--- src/common/temp_thermo_pkg.sv ---
// Purpose: Constants and types for the temperature conversion and thermostat block
// Assumes: 40 MHz core clock, 32-bit Avalon-MM register access at byte offsets
// Notes: Times are kept in their own unit and turned into cycle counts here
package temp_thermo_pkg;
  localparam int CLK_KHZ = 40000;
  localparam int CONV_TIME_MS = 750;
  localparam int CONV_CYCLES = CONV_TIME_MS * CLK_KHZ;
  localparam int NV_WRITE_MS = 10;
  localparam int NV_CYCLES = NV_WRITE_MS * CLK_KHZ;

  localparam int ADDR_W = 5;
  localparam logic [4:0] OFS_CTRL = 5'h00;
  localparam logic [4:0] OFS_CFG = 5'h04;
  localparam logic [4:0] OFS_TEMP = 5'h08;
  localparam logic [4:0] OFS_HIGH = 5'h0c;
  localparam logic [4:0] OFS_LOW = 5'h10;
  localparam logic [4:0] OFS_REMAIN = 5'h14;
  localparam logic [4:0] OFS_SLOPE = 5'h18;
  localparam logic [4:0] OFS_STATUS = 5'h1c;

  localparam int CTRL_START_BIT = 0;
  localparam int CTRL_STOP_BIT = 1;
  localparam int CFG_HIGH_BIT = 6;
  localparam int CFG_LOW_BIT = 5;
  localparam int CFG_POL_BIT = 1;
  localparam int CFG_ONESHOT_BIT = 0;
  localparam int HALF_BIT = 7;

  localparam logic [8:0] TEMP_MIN = 9'h192;
  localparam logic [8:0] TEMP_MAX = 9'h0fa;
  localparam logic [8:0] HIGH_RST = 9'h050;
  localparam logic [8:0] LOW_RST = 9'h03c;
  localparam logic POL_RST = 1'b1;
  localparam logic ONESHOT_RST = 1'b0;

  typedef struct packed {
    logic done;
    logic high_seen;
    logic low_seen;
    logic nv_busy;
    logic [1:0] rsv;
    logic polarity;
    logic one_shot;
  } cfg_t;

  typedef struct packed {
    logic [8:0] temp;
    logic [7:0] remain;
    logic [7:0] slope;
  } sense_t;

  typedef enum logic {st_idle, st_convert} conv_state_t;
endpackage

--- src/rtl/temp_conv_thermostat.sv ---
// Purpose: Conversion control, reading registers and thermostat with hysteresis
// Assumes: Sensor front end presents a settled result on i_sense
// Notes: One Avalon-MM slave answers each request after exactly one wait cycle
//
// The Avalon-MM slave port and the placing of the registers were chosen for this implementation.
`timescale 1ns/1ps
module temp_conv_thermostat #(
  parameter int CONV_CYCLES = temp_thermo_pkg::CONV_CYCLES,
  parameter int NV_CYCLES = temp_thermo_pkg::NV_CYCLES
) (
  // Clock and reset
  input wire logic i_core_clk,
  input wire logic i_rst_b,
  // Avalon-MM slave
  input wire logic [4:0] i_avs_address,
  input wire logic i_avs_read,
  input wire logic i_avs_write,
  input wire logic [3:0] i_avs_byteenable,
  input wire logic [31:0] i_avs_writedata,
  output logic [31:0] o_avs_readdata,
  output logic o_avs_waitrequest,
  // Sensor front end
  input wire temp_thermo_pkg::sense_t i_sense,
  output logic o_sense_en,
  // Thermostat pin
  output logic o_tout
);

  localparam int CNT_W = $clog2(CONV_CYCLES + 1);
  localparam int NV_W = $clog2(NV_CYCLES + 1);
  localparam logic [CNT_W-1:0] CNT_LAST = CNT_W'(CONV_CYCLES - 1);
  localparam logic [NV_W-1:0] NV_LOAD = NV_W'(NV_CYCLES);

  ////////////////////////////////////////////////////////////////////////////
  // Declarations
  logic wait_ff;
  logic [31:0] rdata_ff;
  temp_thermo_pkg::sense_t sense_meta_ff;
  temp_thermo_pkg::sense_t sense_sync_ff;
  temp_thermo_pkg::conv_state_t state_ff;
  temp_thermo_pkg::conv_state_t nxt_state;
  logic [CNT_W-1:0] cnt_ff;
  logic [CNT_W-1:0] nxt_cnt;
  logic [8:0] temp_ff;
  logic [7:0] remain_ff;
  logic [7:0] slope_ff;
  logic [8:0] high_ff;
  logic [8:0] low_ff;
  logic pol_ff;
  logic one_shot_ff;
  logic done_ff;
  logic high_seen_ff;
  logic low_seen_ff;
  logic active_ff;
  logic [NV_W-1:0] nv_cnt_ff;
  logic tout_ff;
  logic sense_en_ff;

  ////////////////////////////////////////////////////////////////////////////
  // Bus decode
  wire req = i_avs_read | i_avs_write;
  wire wr_acc = i_avs_write & ~wait_ff;
  wire rd_load = i_avs_read & wait_ff;
  wire nxt_wait = ~(req & wait_ff);
  wire [31:0] wd = i_avs_writedata;
  wire [3:0] be = i_avs_byteenable;
  wire wr_ctrl = wr_acc & (i_avs_address == temp_thermo_pkg::OFS_CTRL) & be[0];
  wire wr_cfg = wr_acc & (i_avs_address == temp_thermo_pkg::OFS_CFG) & be[0];
  wire wr_high = wr_acc & (i_avs_address == temp_thermo_pkg::OFS_HIGH);
  wire wr_low = wr_acc & (i_avs_address == temp_thermo_pkg::OFS_LOW);
  wire start_cmd = wr_ctrl & wd[temp_thermo_pkg::CTRL_START_BIT];
  wire stop_cmd = wr_ctrl & wd[temp_thermo_pkg::CTRL_STOP_BIT];
  wire clr_high = wr_cfg & ~wd[temp_thermo_pkg::CFG_HIGH_BIT];
  wire clr_low = wr_cfg & ~wd[temp_thermo_pkg::CFG_LOW_BIT];

  // Threshold write: upper lane whole degrees, lower lane the half bit
  wire [8:0] high_wr = be[1] ? {wd[15:8], be[0] & wd[temp_thermo_pkg::HALF_BIT]}
                             : {high_ff[8:1], wd[temp_thermo_pkg::HALF_BIT]};
  wire [8:0] low_wr = be[1] ? {wd[15:8], be[0] & wd[temp_thermo_pkg::HALF_BIT]}
                            : {low_ff[8:1], wd[temp_thermo_pkg::HALF_BIT]};
  wire high_load = wr_high & (be[1] | be[0]);
  wire low_load = wr_low & (be[1] | be[0]);
  wire nv_write = high_load | low_load | wr_cfg;
  wire nv_busy = nv_cnt_ff != '0;

  ////////////////////////////////////////////////////////////////////////////
  // Read selection
  temp_thermo_pkg::cfg_t cfg_rd;
  assign cfg_rd = '{done: done_ff, high_seen: high_seen_ff, low_seen: low_seen_ff,
                    nv_busy: nv_busy, rsv: 2'b00, polarity: pol_ff,
                    one_shot: one_shot_ff};
  // Left-justified: whole degrees in the upper byte, half bit on top of lower
  wire [15:0] temp16 = {temp_ff, 7'h00};
  wire [15:0] high16 = {high_ff, 7'h00};
  wire [15:0] low16 = {low_ff, 7'h00};
  wire [31:0] rd_word =
    (i_avs_address == temp_thermo_pkg::OFS_CFG) ? {24'h000000, cfg_rd} :
    (i_avs_address == temp_thermo_pkg::OFS_TEMP) ? {16'h0000, temp16} :
    (i_avs_address == temp_thermo_pkg::OFS_HIGH) ? {16'h0000, high16} :
    (i_avs_address == temp_thermo_pkg::OFS_LOW) ? {16'h0000, low16} :
    (i_avs_address == temp_thermo_pkg::OFS_REMAIN) ? {24'h000000, remain_ff} :
    (i_avs_address == temp_thermo_pkg::OFS_SLOPE) ? {24'h000000, slope_ff} :
    (i_avs_address == temp_thermo_pkg::OFS_STATUS) ?
      {30'h00000000, active_ff, state_ff == temp_thermo_pkg::st_convert} :
    32'h00000000;

  ////////////////////////////////////////////////////////////////////////////
  // Conversion sequencing
  wire converting = state_ff == temp_thermo_pkg::st_convert;
  wire conv_done = converting & (cnt_ff == CNT_LAST);

  always_comb begin
    nxt_state = state_ff;
    if (start_cmd) begin
      nxt_state = temp_thermo_pkg::st_convert;
    end else if (stop_cmd) begin
      nxt_state = temp_thermo_pkg::st_idle;
    end else if (conv_done & one_shot_ff) begin
      nxt_state = temp_thermo_pkg::st_idle;
    end
  end

  // Continuous mode wraps the counter and carries on
  assign nxt_cnt = (start_cmd | conv_done | ~converting) ? '0 : cnt_ff + 1'b1;

  ////////////////////////////////////////////////////////////////////////////
  // Result capture and thermostat decision
  wire signed [8:0] raw_s = $signed(sense_sync_ff.temp);
  wire below_min = raw_s < $signed(temp_thermo_pkg::TEMP_MIN);
  wire above_max = raw_s > $signed(temp_thermo_pkg::TEMP_MAX);
  wire [8:0] samp_temp = below_min ? temp_thermo_pkg::TEMP_MIN :
                         above_max ? temp_thermo_pkg::TEMP_MAX : sense_sync_ff.temp;
  wire ge_high = $signed(samp_temp) >= $signed(high_ff);
  wire lt_low = $signed(samp_temp) < $signed(low_ff);
  wire le_low = $signed(samp_temp) <= $signed(low_ff);
  // High trip dominates when thresholds overlap
  wire nxt_active = conv_done ? (ge_high | (active_ff & ~lt_low)) : active_ff;
  wire nxt_high_seen = (high_seen_ff & ~clr_high) | (conv_done & ge_high);
  wire nxt_low_seen = (low_seen_ff & ~clr_low) | (conv_done & le_low);
  wire nxt_done = start_cmd ? 1'b0 : (conv_done | stop_cmd) ? 1'b1 : done_ff;
  wire nxt_tout = active_ff ^ ~pol_ff;
  wire [NV_W-1:0] nxt_nv = nv_write ? NV_LOAD : nv_busy ? nv_cnt_ff - 1'b1 : nv_cnt_ff;

  ////////////////////////////////////////////////////////////////////////////
  // Bus slave registers
  always_ff @(posedge i_core_clk or negedge i_rst_b) begin
    if (!i_rst_b) begin
      wait_ff <= 1'b1;
      rdata_ff <= 32'h00000000;
    end else begin
      wait_ff <= nxt_wait;
      if (rd_load) begin
        rdata_ff <= rd_word;
      end
    end
  end

  ////////////////////////////////////////////////////////////////////////////
  // Sensor input synchroniser
  always_ff @(posedge i_core_clk or negedge i_rst_b) begin
    if (!i_rst_b) begin
      sense_meta_ff <= '0;
      sense_sync_ff <= '0;
    end else begin
      sense_meta_ff <= i_sense;
      sense_sync_ff <= sense_meta_ff;
    end
  end

  ////////////////////////////////////////////////////////////////////////////
  // Conversion state
  always_ff @(posedge i_core_clk or negedge i_rst_b) begin
    if (!i_rst_b) begin
      state_ff <= temp_thermo_pkg::st_idle;
      cnt_ff <= '0;
      done_ff <= 1'b1;
      sense_en_ff <= 1'b0;
    end else begin
      state_ff <= nxt_state;
      cnt_ff <= nxt_cnt;
      done_ff <= nxt_done;
      sense_en_ff <= nxt_state == temp_thermo_pkg::st_convert;
    end
  end

  ////////////////////////////////////////////////////////////////////////////
  // Results
  always_ff @(posedge i_core_clk or negedge i_rst_b) begin
    if (!i_rst_b) begin
      temp_ff <= 9'h000;
      remain_ff <= 8'h00;
      slope_ff <= 8'h00;
    end else if (conv_done) begin
      temp_ff <= samp_temp;
      remain_ff <= sense_sync_ff.remain;
      slope_ff <= sense_sync_ff.slope;
    end
  end

  ////////////////////////////////////////////////////////////////////////////
  // Settings held as nonvolatile copies
  always_ff @(posedge i_core_clk or negedge i_rst_b) begin
    if (!i_rst_b) begin
      high_ff <= temp_thermo_pkg::HIGH_RST;
      low_ff <= temp_thermo_pkg::LOW_RST;
      pol_ff <= temp_thermo_pkg::POL_RST;
      one_shot_ff <= temp_thermo_pkg::ONESHOT_RST;
      nv_cnt_ff <= '0;
    end else begin
      nv_cnt_ff <= nxt_nv;
      if (high_load) begin
        high_ff <= high_wr;
      end
      if (low_load) begin
        low_ff <= low_wr;
      end
      if (wr_cfg) begin
        pol_ff <= wd[temp_thermo_pkg::CFG_POL_BIT];
        one_shot_ff <= wd[temp_thermo_pkg::CFG_ONESHOT_BIT];
      end
    end
  end

  ////////////////////////////////////////////////////////////////////////////
  // Thermostat and flags
  always_ff @(posedge i_core_clk or negedge i_rst_b) begin
    if (!i_rst_b) begin
      active_ff <= 1'b0;
      high_seen_ff <= 1'b0;
      low_seen_ff <= 1'b0;
      tout_ff <= ~temp_thermo_pkg::POL_RST;
    end else begin
      active_ff <= nxt_active;
      high_seen_ff <= nxt_high_seen;
      low_seen_ff <= nxt_low_seen;
      tout_ff <= nxt_tout;
    end
  end

  assign o_avs_waitrequest = wait_ff;
  assign o_avs_readdata = rdata_ff;
  assign o_sense_en = sense_en_ff;
  assign o_tout = tout_ff;
endmodule // temp_conv_thermostat

--- config.mk ---
export PLATFORM = sky130hd
export DESIGN_NAME = temp_conv_thermostat
export DESIGN_NICKNAME = d
export VERILOG_FILES = /design/src/common/temp_thermo_pkg.sv /design/src/rtl/temp_conv_thermostat.sv
export SDC_FILE = /design/constraint.sdc
export NUM_CORES = 1
export LEC_CHECK = 0
export CORE_UTILIZATION = 55
export DETAILED_ROUTE_END_ITERATION = 10
export DONT_BUFFER_PORTS = 1
export PLACE_DENSITY = 0.68
export SKIP_CTS_REPAIR_TIMING = 1
export SLEW_MARGIN = 5
export SYNTH_ARGS = -nofsm -noshare
export SYNTH_HDL_FRONTEND = slang
export SYNTH_SLANG_ARGS = --single-unit
export TNS_END_PERCENT = 30
--- constraint.sdc ---
create_clock -name i_core_clk -period 2.8 [get_ports i_core_clk]
set_input_delay 0.56 -clock i_core_clk [delete_from_list [all_inputs] [get_ports i_core_clk]]
set_output_delay 0.56 -clock i_core_clk [all_outputs]
set_load 0.01 [all_outputs]
Yosys cells after proc, flatten, opt, wreduce, memory -nomap -nowiden --
Cells that the tools add are included. W data, S select, Z words.
Storage, ports and cells: register bits 178, input port bits 70, logic and storage cells 109
Cells by class: add/subtract/negate cells 2, magnitude comparators 5, equality and inequality tests 8, mux-type cells 19, bitwise operators 43, reductions and logical operators 7
Operator list (count):
- $mux W16 | 4
- $mux W19 | 2
- $add A25 B1 Y25 const B | 1
- $eq A25 B25 Y1 const B | 1
- $mux W25 | 1
- $and A1 B1 Y1 | 23
- $eq A5 B5 Y1 const B | 4
- $reduce_bool A19 Y1 | 1
- $sub A19 B1 Y19 const B | 1
- $mux W9 | 2
- $mux W8 | 2
- $eq A5 B4 Y1 const B | 2
- $or A1 B1 Y1 | 10
- $ge A9 B9 Y1 | 1
- $gt A9 B9 Y1 const B | 1
- $le A9 B9 Y1 | 1
- $lt A9 B8 Y1 const B | 1
- $lt A9 B9 Y1 | 1
- $not A1 Y1 | 9
- $mux W1 | 7
- $eq A5 B3 Y1 const B | 1
- $logic_not A5 Y1 | 1
- $reduce_and A2 Y1 | 2
- $reduce_bool A2 Y1 | 2
- other kinds (3) | 3

Depth between registers and ports, before layout --
depth in word-level cells 8, mapped depth 11, gate-level depth less buffers 11

Worst setup path after synthesis --
Ideal clock, no wire load.
path type register to register, start register sense_sync_ff (netlist bit raw_s[3]), end register active_ff, library setup time 0.131 ns, arrival 2.219 ns, data required time 2.669 ns, path slack 0.449 ns, stages on the path, launching flop included 12, path buffers 0, clock period less this slack 2.351 ns, cells stage by stage dfrtp_1 > o31a_1 > o31ai_1 > nand2_1 > and2_1 > ha_1 > a21o_1 > a21oi_1 > o311ai_0 > o221ai_1 > nand2b_1 > o2bb2ai_1
Between the ends: word-level cells in the longest chain between the ends 7, elaborated cells on any way between the ends 9, those cells by class order compare: 4; mux: 2; bitwise: 3
Ends and longest elaborated chain:
- start, declared | line temp_conv_thermostat.sv:39 | temp_thermo_pkg::sense_t sense_sync_ff;
- start signal, assigned | line temp_conv_thermostat.sv:166 | sense_sync_ff <= sense_meta_ff;
- $gt A9 B9 Y1 | line temp_conv_thermostat.sv:130 | wire above_max = raw_s > $signed(temp_thermo_pkg::TEMP_MAX);
- $mux W9 | line temp_conv_thermostat.sv:132 | above_max ? temp_thermo_pkg::TEMP_MAX : sense_sync_ff.temp;
- $mux W9 * | line temp_conv_thermostat.sv:131 | wire [8:0] samp_temp = below_min ? temp_thermo_pkg::TEMP_MIN :
- via samp_temp[6] | line temp_conv_thermostat.sv:131
- $lt A9 B9 Y1 | line temp_conv_thermostat.sv:134 | wire lt_low = $signed(samp_temp) < $signed(low_ff);
- $not A1 Y1 | line temp_conv_thermostat.sv:137 | wire nxt_active = conv_done ? (ge_high | (active_ff & ~lt_low)) : active_ff;
- $and A1 B1 Y1 | line temp_conv_thermostat.sv:137
- $or A1 B1 Y1 * | line temp_conv_thermostat.sv:137
- end signal, assigned | line temp_conv_thermostat.sv:233 | active_ff <= nxt_active;
- end, declared | line temp_conv_thermostat.sv:54 | logic active_ff;
The timed path passes the listed nets; every way through them passes the cells marked *. A chain may end at the register's enable or synchronous reset.

Final worst setup path --
Ends and elaborated chain as after synthesis.

==> results.ini <==
[timing]
period_share_pct = 92.74
clock_skew_ns = 0.008080
drv_slew = 0
whs_ns = -0.1716
slew_headroom_pct = 57.77
fin_crit_ns = 2.597
layout_setup_ws_ns = 0.2033
finalSetupViolCount = 0
worst_pin_slew_ns = 0.6276
fmax_mhz = 385.1
hold_viol_final = 153

[placed_design]
placed_cells = 799
port_buffers = 0
hpwl_um = 9617
placed_area_um2 = 7246
pre_cts_slack_ns = 0.1473
place.gp.congestion = 0.8512

[die]
pin_count = 105
start_util_pct = 56.44
fp.dieW_um = 116.0
num_rows = 41
die_h_um = 116.0
die_area_um2 = 13460
coreArea_um2 = 12670

[synth]
ys_ff_latch = 162
synthArstFlopShare_pct = 100.0
ys_seq_area_share_pct = 56.84
synth_flop_cell = dfrtp_1
yosys_warnings = 0
synth_edf_count = 0
synth_cells = 644
avgSynthCellArea_um2 = 11.11
synth_cell_type_count = 63
syn-cell-area_um2 = 7152

[setup_path]
crit_path_end_kind = register
cp.arrival_ns = 2.90
crit_fanout = 5
startpoint_type = register
crit_required_ns = 3.11
crit_type = reg2reg

[drt]
viasPerCell = 5.521
ant_nets = 0
drc_errors = 0
dr.pass1.iters = 5
vias = 4599
wl_per_cell_um = 16.66
drt-total-wl_um = 13880
drt_iter0_markers = 301

[power]
power_frac_clock_pct = 39.8
power_w = 0.005223
swShare_pct = 25.56
power_switching_w = 0.001335
peakVddDrop_v = 0.0006322
p_per_area_nw_per_um2 = 670.6
intPower_w = 0.003888
combinationalPowerShare_pct = 9.0
p_leak_nw = 3.433
seqPwrFrac_pct = 51.2

[clock_tree]
clk_path_buf_depth = 2
insertion_delay_ns = 0.43
path_clk_slew_ns = 0.06
cts-htree-levels = 4
cts-buffers-inserted = 17
cts_sinks = 162
cts_tree = done
root_buffer = clkbuf_16

[grt]
gr-total-overflow = 0
antenna_found_initial = 1
grt_max_degree = 163
grt_pass1_wl_um = 22470
track_usage_pct = 22.50
grt_pass1_vias = 4515

[final_layout]
drive_gt1_share_pct = 11.97
area_delta_synth_final_pct = 8.905
final_nets = 735
final_cells = 833
fin_area_um2 = 7789

[outcome]
failed_checks = negative hold slack
status = finished, violations left

[run]
cap_violations = 0

[worst_hold_path]
hold_path_class = in2async

path summary, 6_finish.rpt:
path / to / slack [ns] / startpoint / depth (start not counted)
max: active_ff / 0.20 / raw_s[3] / 11
min: o_avs_readdata[8] / -0.17 / i_rst_b / 0
max reg2reg: active_ff / 0.20 / raw_s[3] / 11
min reg2reg: raw_s[5] / 0.35 / sense_meta_ff[21] / 0
max in group asynchronous: done_ff / 2.73 / i_rst_b / 0
min in group i_core_clk: sense_meta_ff[5] / 0.16 / i_sense[5] / 0
power groups by stage:
stage | logic (W) | registers (W) | clock network (W)
2_1_floorplan | 0.000401 | 0.00267 | 0
6_report | 0.000470 | 0.00267 | 0.00208
5_1_grt | 0.000539 | 0.00269 | 0.00224
4_1_cts | 0.000470 | 0.00267 | 0.00213
3_5_place_dp | 0.000465 | 0.00271 | 0
3_3_place_gp | 0.000449 | 0.00270 | 0
state kept, by name, summed over array words and instances (netlist names):
name	cells
cnt_ff	25
sense_meta_ff	25
nv_cnt_ff	19
o_avs_readdata	16
sense_sync_ff	16
high_ff	9
low_ff	9
raw_s	9
temp_ff	9
remain_ff	8
slope_ff	8
active_ff	1
done_ff	1
high_seen_ff	1
low_seen_ff	1
o_avs_waitrequest	1
o_sense_en	1
o_tout	1
one_shot_ff	1
pol_ff	1
through the flow:
stage	hold WS, ns	TNS, ns	utilization (%)
2_1_floorplan	0.2644	0	-
3_3_place_gp	0.2683	0	57.18
3_5_place_dp	0.2686	0	57.18
4_1_cts	-0.1939	0	61.37
5_1_grt	-0.1993	-0.002851	61.45
6_report	-0.1716	0	61.47
final cells by class:
class	instances	area, µm²
fill	1028	4882
sequential	162	4065
multi-input combinational	435	2833
clock buffer	21	450.4
tap	172	215.2
inverter	24	90.09
clock inverter	11	80.08
timing repair buffer	7	52.55
antenna	1	2.502
layout by cell type (no fill, tap or decap), types with 5 or more instances in the layout:
cell | synthesis | routed
mux2_2 | 18 | 18
o21ai_0 | 36 | 36
xor2_1 | 19 | 19
o21ai_1 | 5 | 5
nor4_1 | 8 | 8
nand2b_1 | 6 | 6
dfstp_2 | 9 | 9
or3_1 | 6 | 6
buf_4 | 19 | 7
xnor2_1 | 20 | 20
and3_1 | 8 | 8
dfrtp_1 | 153 | 153
ha_1 | 18 | 18
a21oi_1 | 11 | 11
inv_1 | 24 | 24
nor2_1 | 56 | 56
nor3_1 | 13 | 13
nand4_1 | 11 | 11
conb_1 | 1 | 16
mux2_1 | 19 | 19
nand2_1 | 69 | 69
clkbuf_16 | 0 | 17
nand3_1 | 19 | 19
nor2b_1 | 5 | 5
a22o_1 | 9 | 9
worst max-delay path, cell delays in order, from the launching register on:
cell and delay (ns):
dfrtp_1 0.38, o31a_1 0.29, o31ai_1 0.19, nand2_1 0.14, and2_4 0.22, ha_1 0.29
a21o_1 0.19, a21oi_1 0.20, o311ai_0 0.16, o221ai_1 0.19, nand2b_1 0.10, o2bb2ai_1 0.13
per-layer routing:
metal	vias to the layer above	routed length (µm)	GRT usage, %
met5	-	0	0
met4	0	150	9.573
met3	12	1088	7.322
met2	141	6178	32.34
met1	2228	6463	31.32
li1	2218	-	-
cell usage after synthesis (all sizes together) (4+ instances only):
cell type	n	area share (%)
a21oi	11	0.77
a22o	9	1.1
a32o	4	0.56
and2	4	0.35
and3	8	0.70
buf	26	2.5
clkbuf	12	0.63
dfrtp	153	54
dfstp	9	3.3
ha	18	3.1
inv	24	1.3
mux2	37	5.8
nand2	69	3.6
nand2b	6	0.52
nand3	20	1.5
nand4	12	1.3
nor2	60	3.3
nor2b	5	0.44
nor3	15	1.3
nor4	9	0.87
o21ai	42	3.0
or2	5	0.44
or3	6	0.52
or4	4	0.42
xnor2	20	2.4
xor2	19	2.3
cell families after synthesis:
| logic type | share of synthesized area, % |
|---|---|
| multiplexers | 6.246 |
| AND/OR/NAND/NOR | 15.82 |
| adder cells (fa/ha/maj) | 3.149 |
| AO/OA/AOI/OAI | 8.748 |
| flip-flops | 56.84 |
| buffers and inverters | 4.374 |
| XOR/XNOR | 4.776 |
| other | 0.05243 |
(Power assumes the default switching activity.)
